File: src/rtl/sipo_pkg.sv
package sipo_pkg;
	localparam int SIPO_WIDTH     = 8;
	localparam logic [7:0] SIPO_RST_STAGES  = 8'h00;
	localparam logic [7:0] SIPO_RST_STORAGE = 8'h00;
	localparam int SIPO_SYNC_DEPTH = 2;
endpackage

File: src/rtl/sipo_if.sv
`timescale 1ns/1ns
interface sipo_if;
	logic i_raw;
	logic o_level;
	logic o_rise;
	modport sync (input i_raw, output o_level, output o_rise);
	modport user (output i_raw, input o_level, input o_rise);
endinterface

File: src/rtl/sipo_sync.sv
`timescale 1ns/1ns
module sipo_sync
	import sipo_pkg::*;
(
	input  wire logic i_clk,
	input  wire logic i_rst,
	sipo_if.sync      port
);
	typedef struct packed {
		logic meta;
		logic level;
		logic prev;
		logic rise;
	} sipo_sync_t;

	sipo_sync_t st;
	sipo_sync_t next_st;

	// meta feeds only level; reading meta elsewhere risks metastable edges
	always_comb begin
		next_st       = st;
		next_st.meta  = port.i_raw;
		next_st.level = st.meta;
		next_st.prev  = st.level;
		next_st.rise  = st.level & ~st.prev;
	end

	always_ff @(posedge i_clk) begin
		if (i_rst) begin
			st <= '0;
		end else begin
			st <= next_st;
		end
	end

	assign port.o_level = st.level;
	assign port.o_rise  = st.rise;
endmodule

File: src/rtl/sipo_latch.sv
`timescale 1ns/1ns
module sipo_latch
	import sipo_pkg::*;
#(
	parameter int WIDTH = SIPO_WIDTH
) (
	input  wire logic             i_clk,
	input  wire logic             i_rst,
	input  wire logic             i_serial_in,
	input  wire logic             i_shift_clock,
	input  wire logic             i_storage_load_clock,
	input  wire logic             i_shift_clear_n,
	input  wire logic             i_output_enable_n,
	output logic [WIDTH-1:0]      o_parallel_out,
	output logic [WIDTH-1:0]      o_parallel_out_en_n,
	output logic                  o_serial_cascade_out
);
	sipo_if sck_if ();
	sipo_if rck_if ();

	// clocks arrive from the pins; edges found after three flops
	assign sck_if.i_raw = i_shift_clock;
	assign rck_if.i_raw = i_storage_load_clock;

	sipo_sync u_sck (
		.i_clk (i_clk),
		.i_rst (i_rst),
		.port  (sck_if)
	);
	sipo_sync u_rck (
		.i_clk (i_clk),
		.i_rst (i_rst),
		.port  (rck_if)
	);

	typedef struct packed {
		logic [1:0]       si_sync;
		logic [1:0]       clr_sync;
		logic [1:0]       oe_sync;
		logic             si_d;
		logic [WIDTH-1:0] shift_stages;
		logic [WIDTH-1:0] storage_bits;
		logic [WIDTH-1:0] par_out;
		logic [WIDTH-1:0] par_en_n;
		logic             cascade;
	} sipo_state_t;

	sipo_state_t st;
	sipo_state_t next_st;

	always_comb begin
		next_st          = st;
		next_st.si_sync  = {st.si_sync[0], i_serial_in};
		next_st.clr_sync = {st.clr_sync[0], i_shift_clear_n};
		next_st.oe_sync  = {st.oe_sync[0], i_output_enable_n};
		// serial data delayed one more so it matches the edge detector
		next_st.si_d     = st.si_sync[1];
		if (!st.clr_sync[1]) begin
			next_st.shift_stages = '0;
		end else if (sck_if.o_rise) begin
			next_st.shift_stages = {st.shift_stages[WIDTH-2:0],
				st.si_d};
		end
		// storage only moves on its own edge, old stages taken
		if (rck_if.o_rise) begin
			next_st.storage_bits = st.shift_stages;
		end
		next_st.cascade  = next_st.shift_stages[WIDTH-1];
		next_st.par_out  = next_st.storage_bits;
		next_st.par_en_n = {WIDTH{st.oe_sync[1]}};
	end

	always_ff @(posedge i_clk) begin
		if (i_rst) begin
			st              <= '0;
			st.oe_sync      <= 2'h3;
			st.clr_sync     <= 2'h3;
			st.shift_stages <= SIPO_RST_STAGES;
			st.storage_bits <= SIPO_RST_STORAGE;
			st.par_en_n     <= '1;
		end else begin
			st <= next_st;
		end
	end

	assign o_parallel_out       = st.par_out;
	assign o_parallel_out_en_n  = st.par_en_n;
	assign o_serial_cascade_out = st.cascade;
endmodule

File: config.mk
export PLATFORM = sky130hd
export DESIGN_NAME = sipo_latch
export DESIGN_NICKNAME = d
export VERILOG_FILES = /design/src/rtl/sipo_pkg.sv /design/src/rtl/sipo_if.sv /design/src/rtl/sipo_sync.sv /design/src/rtl/sipo_latch.sv
export SDC_FILE = /design/constraint.sdc
export NUM_CORES = 1
export LEC_CHECK = 0
export ABC_AREA = 1
export BUFFER_PORTS_ARGS = -buffer_cell sky130_fd_sc_hd__buf_2
export CAP_MARGIN = 40
export CORE_MARGIN = 2
export CORE_UTILIZATION = 55
export CTS_CLUSTER_DIAMETER = 200
export DETAILED_ROUTE_END_ITERATION = 8
export PLACE_DENSITY = 0.78
export SYNTH_ARGS = -nofsm -noshare
export SYNTH_HDL_FRONTEND = slang
export SYNTH_SLANG_ARGS = --single-unit
File: constraint.sdc
create_clock -name i_clk -period 2.3 [get_ports i_clk]
set_input_delay 0.345 -clock i_clk [delete_from_list [all_inputs] [get_ports i_clk]]
set_output_delay 0.345 -clock i_clk [all_outputs]
set_load 0.005 [all_outputs]
After elaboration in Yosys (flattened, before gate mapping)
Index checks and enable logic that the tools add are counted.
Word-level totals
  logic and storage cells: 23
  memory bits (read-only): 0
  RAM bits: 0
  bits in latches: 0
  flip-flop bits (word level): 32
  memories kept: 0
Cells by class
  multiplexer cells: 1
  add/subtract/negate cells: 0
  bitwise logic cells: 5
  divide/modulo/power cells: 0
  reductions and logical operators: 1
  equality and inequality tests: 0
  shift-type cells: 0
  $mul: 0
  magnitude comparators: 0
Operator list (number)
  two-way mux 8 bit: 1
  inverter 1 bit: 3
  AND 1 bit: 2
  OR reduction 2 bit: 1

Longest topological paths before layout
Gate-level depths: netlist of run 1.
  word-level depth: 2
  depth in mapped cells: 4
  depth with buffers taken out: 3

Cells and area by module
A second synthesis of run 1 with hierarchy kept.
Unflattened totals
  cells, all modules: 128
  area total of the unflattened synthesis: 1118.6 µm²
Modules (own cells, without submodules)
  sipo_latch: area an instance 888.4 µm², cells an instance 104, instances 1, sequential area each 480.5 µm²
  sipo_sync: area an instance 115.1 µm², cells an instance 12, instances 2, sequential area each 80.1 µm²

Worst setup path after synthesis of run 1
OpenSTA, ideal clock, no wires.
  path kind: register -> output
  from: register o_parallel_out_en_n[0] (netlist name)
  to: output o_parallel_out_en_n[0]
  data required time: 1.955 ns
  path slack: 1.413 ns
  path buffers: 1
  data arrival time: 0.542 ns
  stages on the path, launching flop included: 2
  cells stage by stage: dfxtp_1 buf_4
RTL lines
  to (decl): line sipo_latch.sv:15  | output logic [WIDTH-1:0] o_parallel_out_en_n,
No word-level cell between the ends.

Final worst setup path of run 1
  from: register o_parallel_out_en_n[0] (netlist name)
  to: output o_parallel_out_en_n[6]
No word-level cell between the ends.

==> results of run 1 <==
logic make-up (layout without fill, tap and decap cells):
family                 count (synthesis)  in the layout  synth area share (%)
buffers and inverters                 30             43                 16.29
AOI/OAI and AO/OA                     16             16                 9.432
DFF                                   32             32                 54.88
and+or+nand+nor                       49             49                 19.40
registers in the layout (all words and copies together) (netlist names):
register	count
u_sck.port.o_level	1
u_rck.port.o_level	1
u_sck.port.o_rise	1
u_sck.next_st	1
st	10
u_rck.next_st	1
u_rck.st	1
u_rck.port.o_rise	1
o_parallel_out	8
o_parallel_out_en_n	1
u_sck.st	1
next_st	5
cell usage after synthesis, drive strengths merged:
cell type / instances / area (sq um)
a21oi: 8 / 70.07
buf: 18 / 142.6
dfxtp: 32 / 640.6
inv: 12 / 47.55
nand2: 17 / 80.08
nor2: 25 / 93.84
nor3: 2 / 21.27
o21ai: 8 / 40.04
or2: 5 / 31.28
power breakdown:
part	internal, mW	switching, mW
clock	0.289	0.175
sequential	0.569	0.00805
combinational	0.0187	0.0257
total	0.877	0.209
routing by layer:
metal	vias to the layer above	share of wire [%]
met2	19	53
li1	399	-
met1	347	41
met4	0	1.5
met3	4	4.6
met5	-	0
cell type report:
class / count / area [sq um] / area share, %
clock inverter: 1 / 30.03 / 2.367
inverter: 12 / 47.55 / 3.748
clock buffer: 7 / 65.06 / 5.128
tap: 27 / 33.78 / 2.663
sequential: 32 / 640.6 / 50.49
timing repair buffer: 23 / 115.1 / 9.073
multi-input combinational: 65 / 336.6 / 26.53
worst reg2reg max path, cell delays in order (launching register included):
cell and delay, ps:
dfxtp_1 510, inv_2 150, nand2_1 120, a21oi_2 60
how the worst max path moves through the flow:
stage	slack, ps	cells after the start	to
after floorplan	1410	1	o_parallel_out_en_n[0]
after global placement	1300	4	st[32]
after detailed placement	1260	4	st[27]
after CTS	1060	1	o_parallel_out_en_n[6]
after global routing	1020	1	o_parallel_out_en_n[7]
final	1080	1	o_parallel_out_en_n[6]
per-stage QoR:
stage	setup slack (ps)	power, mW	area [sq um]	util, %
6_report	1078	1.086	1269	64.02
5_1_grt	1022	1.126	1269	64.02
4_1_cts	1057	1.098	1269	64.02
3_5_place_dp	1260	0.6357	1174	59.22
3_3_place_gp	1300	0.6333	1174	59.22
2_1_floorplan	1413	0.6292	1167	-
==> results.yml, run 1 <==
route:
  vias_per_cell: 4.605
  detail-route-antenna-nets: 0
  dr_total_vias: 769
  wl_per_cell_um: 10.31
  drc_errors: 0
  wirelength_um: 1722
  drtIter0Drc: 15
  first_pass_iters: 4
clock_network:
  cts_resized: 0
  postCtsHoldBufs: 0
  tritoncts: "yes"
  cts_made_buffers: 5
  post_cts_buffers: 0
  cts_max_level: 2
  clockRootBuffer: "clkbuf_4"
  clkLatencyLatePin_ps: 310
  clock_sinks: 32
  clk_pin_slew_worst_paths_ps: 100
  cts.path.max_buffers: 2
critical_path:
  worstPathRequired_ps: 1960
  startpoint: "o_parallel_out_en_n[0]"
  criticalPathCategory: "reg2out"
  crit_family: "flip-flops"
  r2r-start: "u_sck.port.o_rise"
  critPathMaxFanout: 8
  reg2reg_depth: 3
  endpoint_kind: "primary output"
  regToRegEndpoint: "st[27]"
  crit_slowest_cell: "dfxtp_1"
  worstSetupStartpointType: "flip-flop"
  ff2ff_setup_slack_ps: 1360
  path_buf_inv: 1
  cpPeakStageDelay_ps: 420
  crit_chain: "buf_2"
  crit_arrival_ps: 880
place:
  numPortBuffers: 23
  dp_cells: 159
  gp_congestion: 0.7117
  hpwl_um: 1266
global_routing:
  met1_usage_pct: 16.05
  use_met2_pct: 28.95
  grt_first_pass_wirelength_um: 2980
  track_usage_pct: 16.08
  grt-busiest-layer: "met2"
  grt_max_degree: 18
  use_met3_pct: 5.455
  grt_antenna_before_repair: 0
  grt_pass1_vias: 741
  overflow: 0
cells_and_area:
  final_common_cell: "dfxtp_1"
  nNetsFinal: 146
  diodes: 0
  syn_to_final_growth_pct: 8.682
  fillers: 171
  instances_no_fill: 167
  final_cell_mix: "dfxtp_1, nor2_1, buf_2"
  drive_above_1_share_pct: 35.00
synth:
  ys_types: 14
  synth_seq_cells: 32
  ys_warn_count: 0
  ys_seq_area_share_pct: 54.88
  syn_area_per_cell_sq_um: 9.192
  synth_area_sq_um: 1167
  synth_cells: 127
  syn_nets: 134
floorplan:
  die_h_um: 50.07
  ios: 24
  rows: 16
  initial_core_util_pct: 58.90
  dieArea_sq_um: 2507
  chipWidth_um: 50.07
  core_area_sq_um: 1982
sta:
  fin_setup_tns_ps: 0
  grt_setup_unrepaired: "false"
  fin_skew_ps: 9.808
  fmax_ghz: 0.8186
  worst_pin_slew_ps: 310.0
  finalCritPeriodShare_pct: 53.11
  slew_violations: 0
  holdWs_ps: 208.7
  report.final.setup_viol: 0
  hold_viol: 0
  fin_crit_ps: 1222
  relSlewSlack_pct: 79.30
power:
  leakage_nw: 0.5582
  powerDensity_nw_per_um2: 855.8
  ir_drop_v: 0.0005440
worst_hold_path:
  hp-start: "i_output_enable_n"
  min_path_cells: 2
  hold_class: "in2reg"
  hold_end: "next_st[35]"
run:
  cap_viol_max_count: 0
outcome:
  status: "finished, final reports clean"
Note: power is estimated with default switching activity, not from simulation.
==> run 2, diff against run 1 <==
ABC_AREA = 0   (was 1)
CORE_UTILIZATION = 46   (was 55)
PLACE_DENSITY = 0.7   (was 0.78)
clock period = 1.1 ns   (was 2.3 ns; I/O delays follow)
==> results.yml, run 2 <==
outcome:
  status: "finished, final reports clean"
critical_path:
  crit_slowest_cell: "dfxtp_2"
  reg2reg_depth: 3
  r2r-start: "u_sck.port.o_rise"
  startpoint: "o_parallel_out_en_n[0]"
  path_buf_inv: 1
  regToRegEndpoint: "st[30]"
  criticalPathCategory: "reg2out"
  critPathMaxFanout: 8
  crit_chain: "buf_2"
  ff2ff_setup_slack_ps: 230
  worstSetupStartpointType: "flip-flop"
  endpoint_kind: "primary output"
  crit_family: "flip-flops"
  cpPeakStageDelay_ps: 380
  worstPathRequired_ps: 940
  crit_arrival_ps: 810
sta:
  fin_crit_ps: 977.2
  slew_violations: 0
  fin_skew_ps: 8.493
  relSlewSlack_pct: 81.98
  hold_viol: 0
  grt_setup_unrepaired: "false"
  fmax_ghz: 1.023
  holdWs_ps: 26.91
  fin_setup_tns_ps: 0
  report.final.setup_viol: 0
  worst_pin_slew_ps: 270.4
  finalCritPeriodShare_pct: 88.84
cells_and_area:
  drive_above_1_share_pct: 30.43
  syn_to_final_growth_pct: 10.64
  nNetsFinal: 121
  register_area_sq_um: 641.9
  fillers: 207
  largest_register_ffs: 10
  final_cell_mix: "dfxtp_1, buf_2, mux2i_1, nor2_1, nor2b_1"
  fin_area_sq_um: 1236
  final_common_cell: "dfxtp_1"
  diodes: 0
  regMostFlops: "st"
  multiInputGateArea_sq_um: 326.6
  utilization_pct: 54.83
clock_network:
  clockRootBuffer: "clkbuf_4"
  clock_sinks: 32
  cts_made_buffers: 5
  cts.path.max_buffers: 2
  tritoncts: "yes"
  cts_resized: 0
  postCtsHoldBufs: 0
  clkLatencyLatePin_ps: 310
  post_cts_buffers: 0
  cts_max_level: 2
  clk_pin_slew_worst_paths_ps: 90
synth:
  ys_warn_count: 0
  ys_top_cells_by_count: "dfxtp_1, buf_4, mux2i_1, nor2_1, nor2b_1"
  synth_cells: 102
  synth_top_flop_cell: "dfxtp_1"
  synth_mux_area_share_pct: 14.33
  synth_edf_count: 0
  synth.most_common_cell: "dfxtp_1"
  syn_area_per_cell_sq_um: 10.95
  synth-xor-area-share_pct: 0
  ys_types: 8
  synth.top_cell.area_share_pct: 57.33
  synth-async-reset-ratio_pct: 0
  synth_top_family_by_area: "simple AND/OR/NAND/NOR gates"
  synth_seq_cells: 32
  synth_fa_ha_area_share_pct: 0
  ys_seq_area_share_pct: 57.33
  synth-simple-area-share_pct: 14.89
  yosysTopAreaCell: "dfxtp_1"
  syn_nets: 109
  synthTopCellsByArea: "dfxtp_1, mux2i_1, buf_4, nor2b_1, nor2_1"
  synth_compound_area_share_pct: 0
  synth_area_sq_um: 1117
power:
  p_comb_share_pct: 3.0
  switchingPower_uw: 393.8
  seqPwrFrac_pct: 53.6
  finalPower_mw: 2.212
  p_int_mw: 1.818
  powerDensity_nw_per_um2: 1789
  switching_share_pct: 17.80
  leakage_nw: 0.5097
  p_clk_share_pct: 43.4
  ir_drop_v: 0.001340
floorplan:
  die_h_um: 53.29
  dieArea_sq_um: 2839
  initial_core_util_pct: 49.56
  chipWidth_um: 53.29
  ios: 24
  core_area_sq_um: 2255
  rows: 17
route:
  drtIter0Drc: 4
  wirelength_um: 1319
  wl_per_cell_um: 9.224
  vias_per_cell: 4.322
  dr_total_vias: 618
  first_pass_iters: 4
  drc_errors: 0
  detail-route-antenna-nets: 0
global_routing:
  grt_antenna_before_repair: 0
  grt_max_degree: 14
  overflow: 0
  track_usage_pct: 12.27
  grt_first_pass_wirelength_um: 2401
  grt_pass1_vias: 560
run:
  cap_viol_max_count: 0
place:
  numPortBuffers: 23
  place_area_sq_um: 1140
  gp_congestion: 0.7295
worst_hold_path:
  hold_class: "in2reg"
  hp-start: "i_shift_clear_n"
  hold_end: "next_st[37]"
  min_path_cells: 2
-- run 2: changes by cell type in the layout (fill, tap and decap cells not counted), sizes merged --
| cell | delta |
|---|---|
| a21oi | -8 |
| buf | +3 |
| inv | -12 |
| mux2i | +16 |
| nand2 | -17 |
| nand2b | +1 |
| nor2 | -9 |
| nor2b | +11 |
| nor3 | -2 |
| o21ai | -8 |
-- run 2: how the worst max path moves through the flow --
stage	to	slack [ps]	depth (start not counted)
2_1_floorplan	o_parallel_out[0]	310	3
3_3_place_gp	st[26]	210	3
3_5_place_dp	st[25]	190	3
4_1_cts	o_parallel_out_en_n[4]	30	1
5_1_grt	o_parallel_out_en_n[7]	50	1
6_report	o_parallel_out_en_n[4]	120	1
-- run 2: cell families after synthesis --
logic type | Yosys count
and+or+nand+nor | 33
DFF | 32
buffers and inverters | 21
muxes | 16
-- run 2: power groups by stage --
stage	clock [mW]	combinational, mW	sequential, mW
after floorplan	0	0.0550	1.21
after global placement	0	0.0666	1.21
after detailed placement	0	0.0681	1.21
after CTS	0.997	0.0680	1.19
after global routing	1.06	0.0763	1.19
final	0.959	0.0671	1.19
-- run 2: metrics by stage --
step | instances | setup WS, ps
CTS | 143 | 29.55
detailed placement | 135 | 185.5
floorplan | 102 | 312.6
global route | 143 | 51.46
finish | 143 | 122.8
global placement | 135 | 208.7
-- run 2: final cells by class --
type / count / area share, %
timing repair buffer: 26 / 11.13
multi-input combinational: 49 / 26.42
sequential: 32 / 51.92
tap: 28 / 2.834
clock buffer: 7 / 5.263
clock inverter: 1 / 2.429
-- run 2: per-layer routing --
layer / global-route usage (%) / wire, um / vias to the layer above
li1: - / - / 330
met5: 0 / 0 / -
met1: 13.49 / 612 / 273
met2: 18.72 / 639 / 15
met4: 6.410 / 0 / 0
met3: 6.780 / 68 / 0
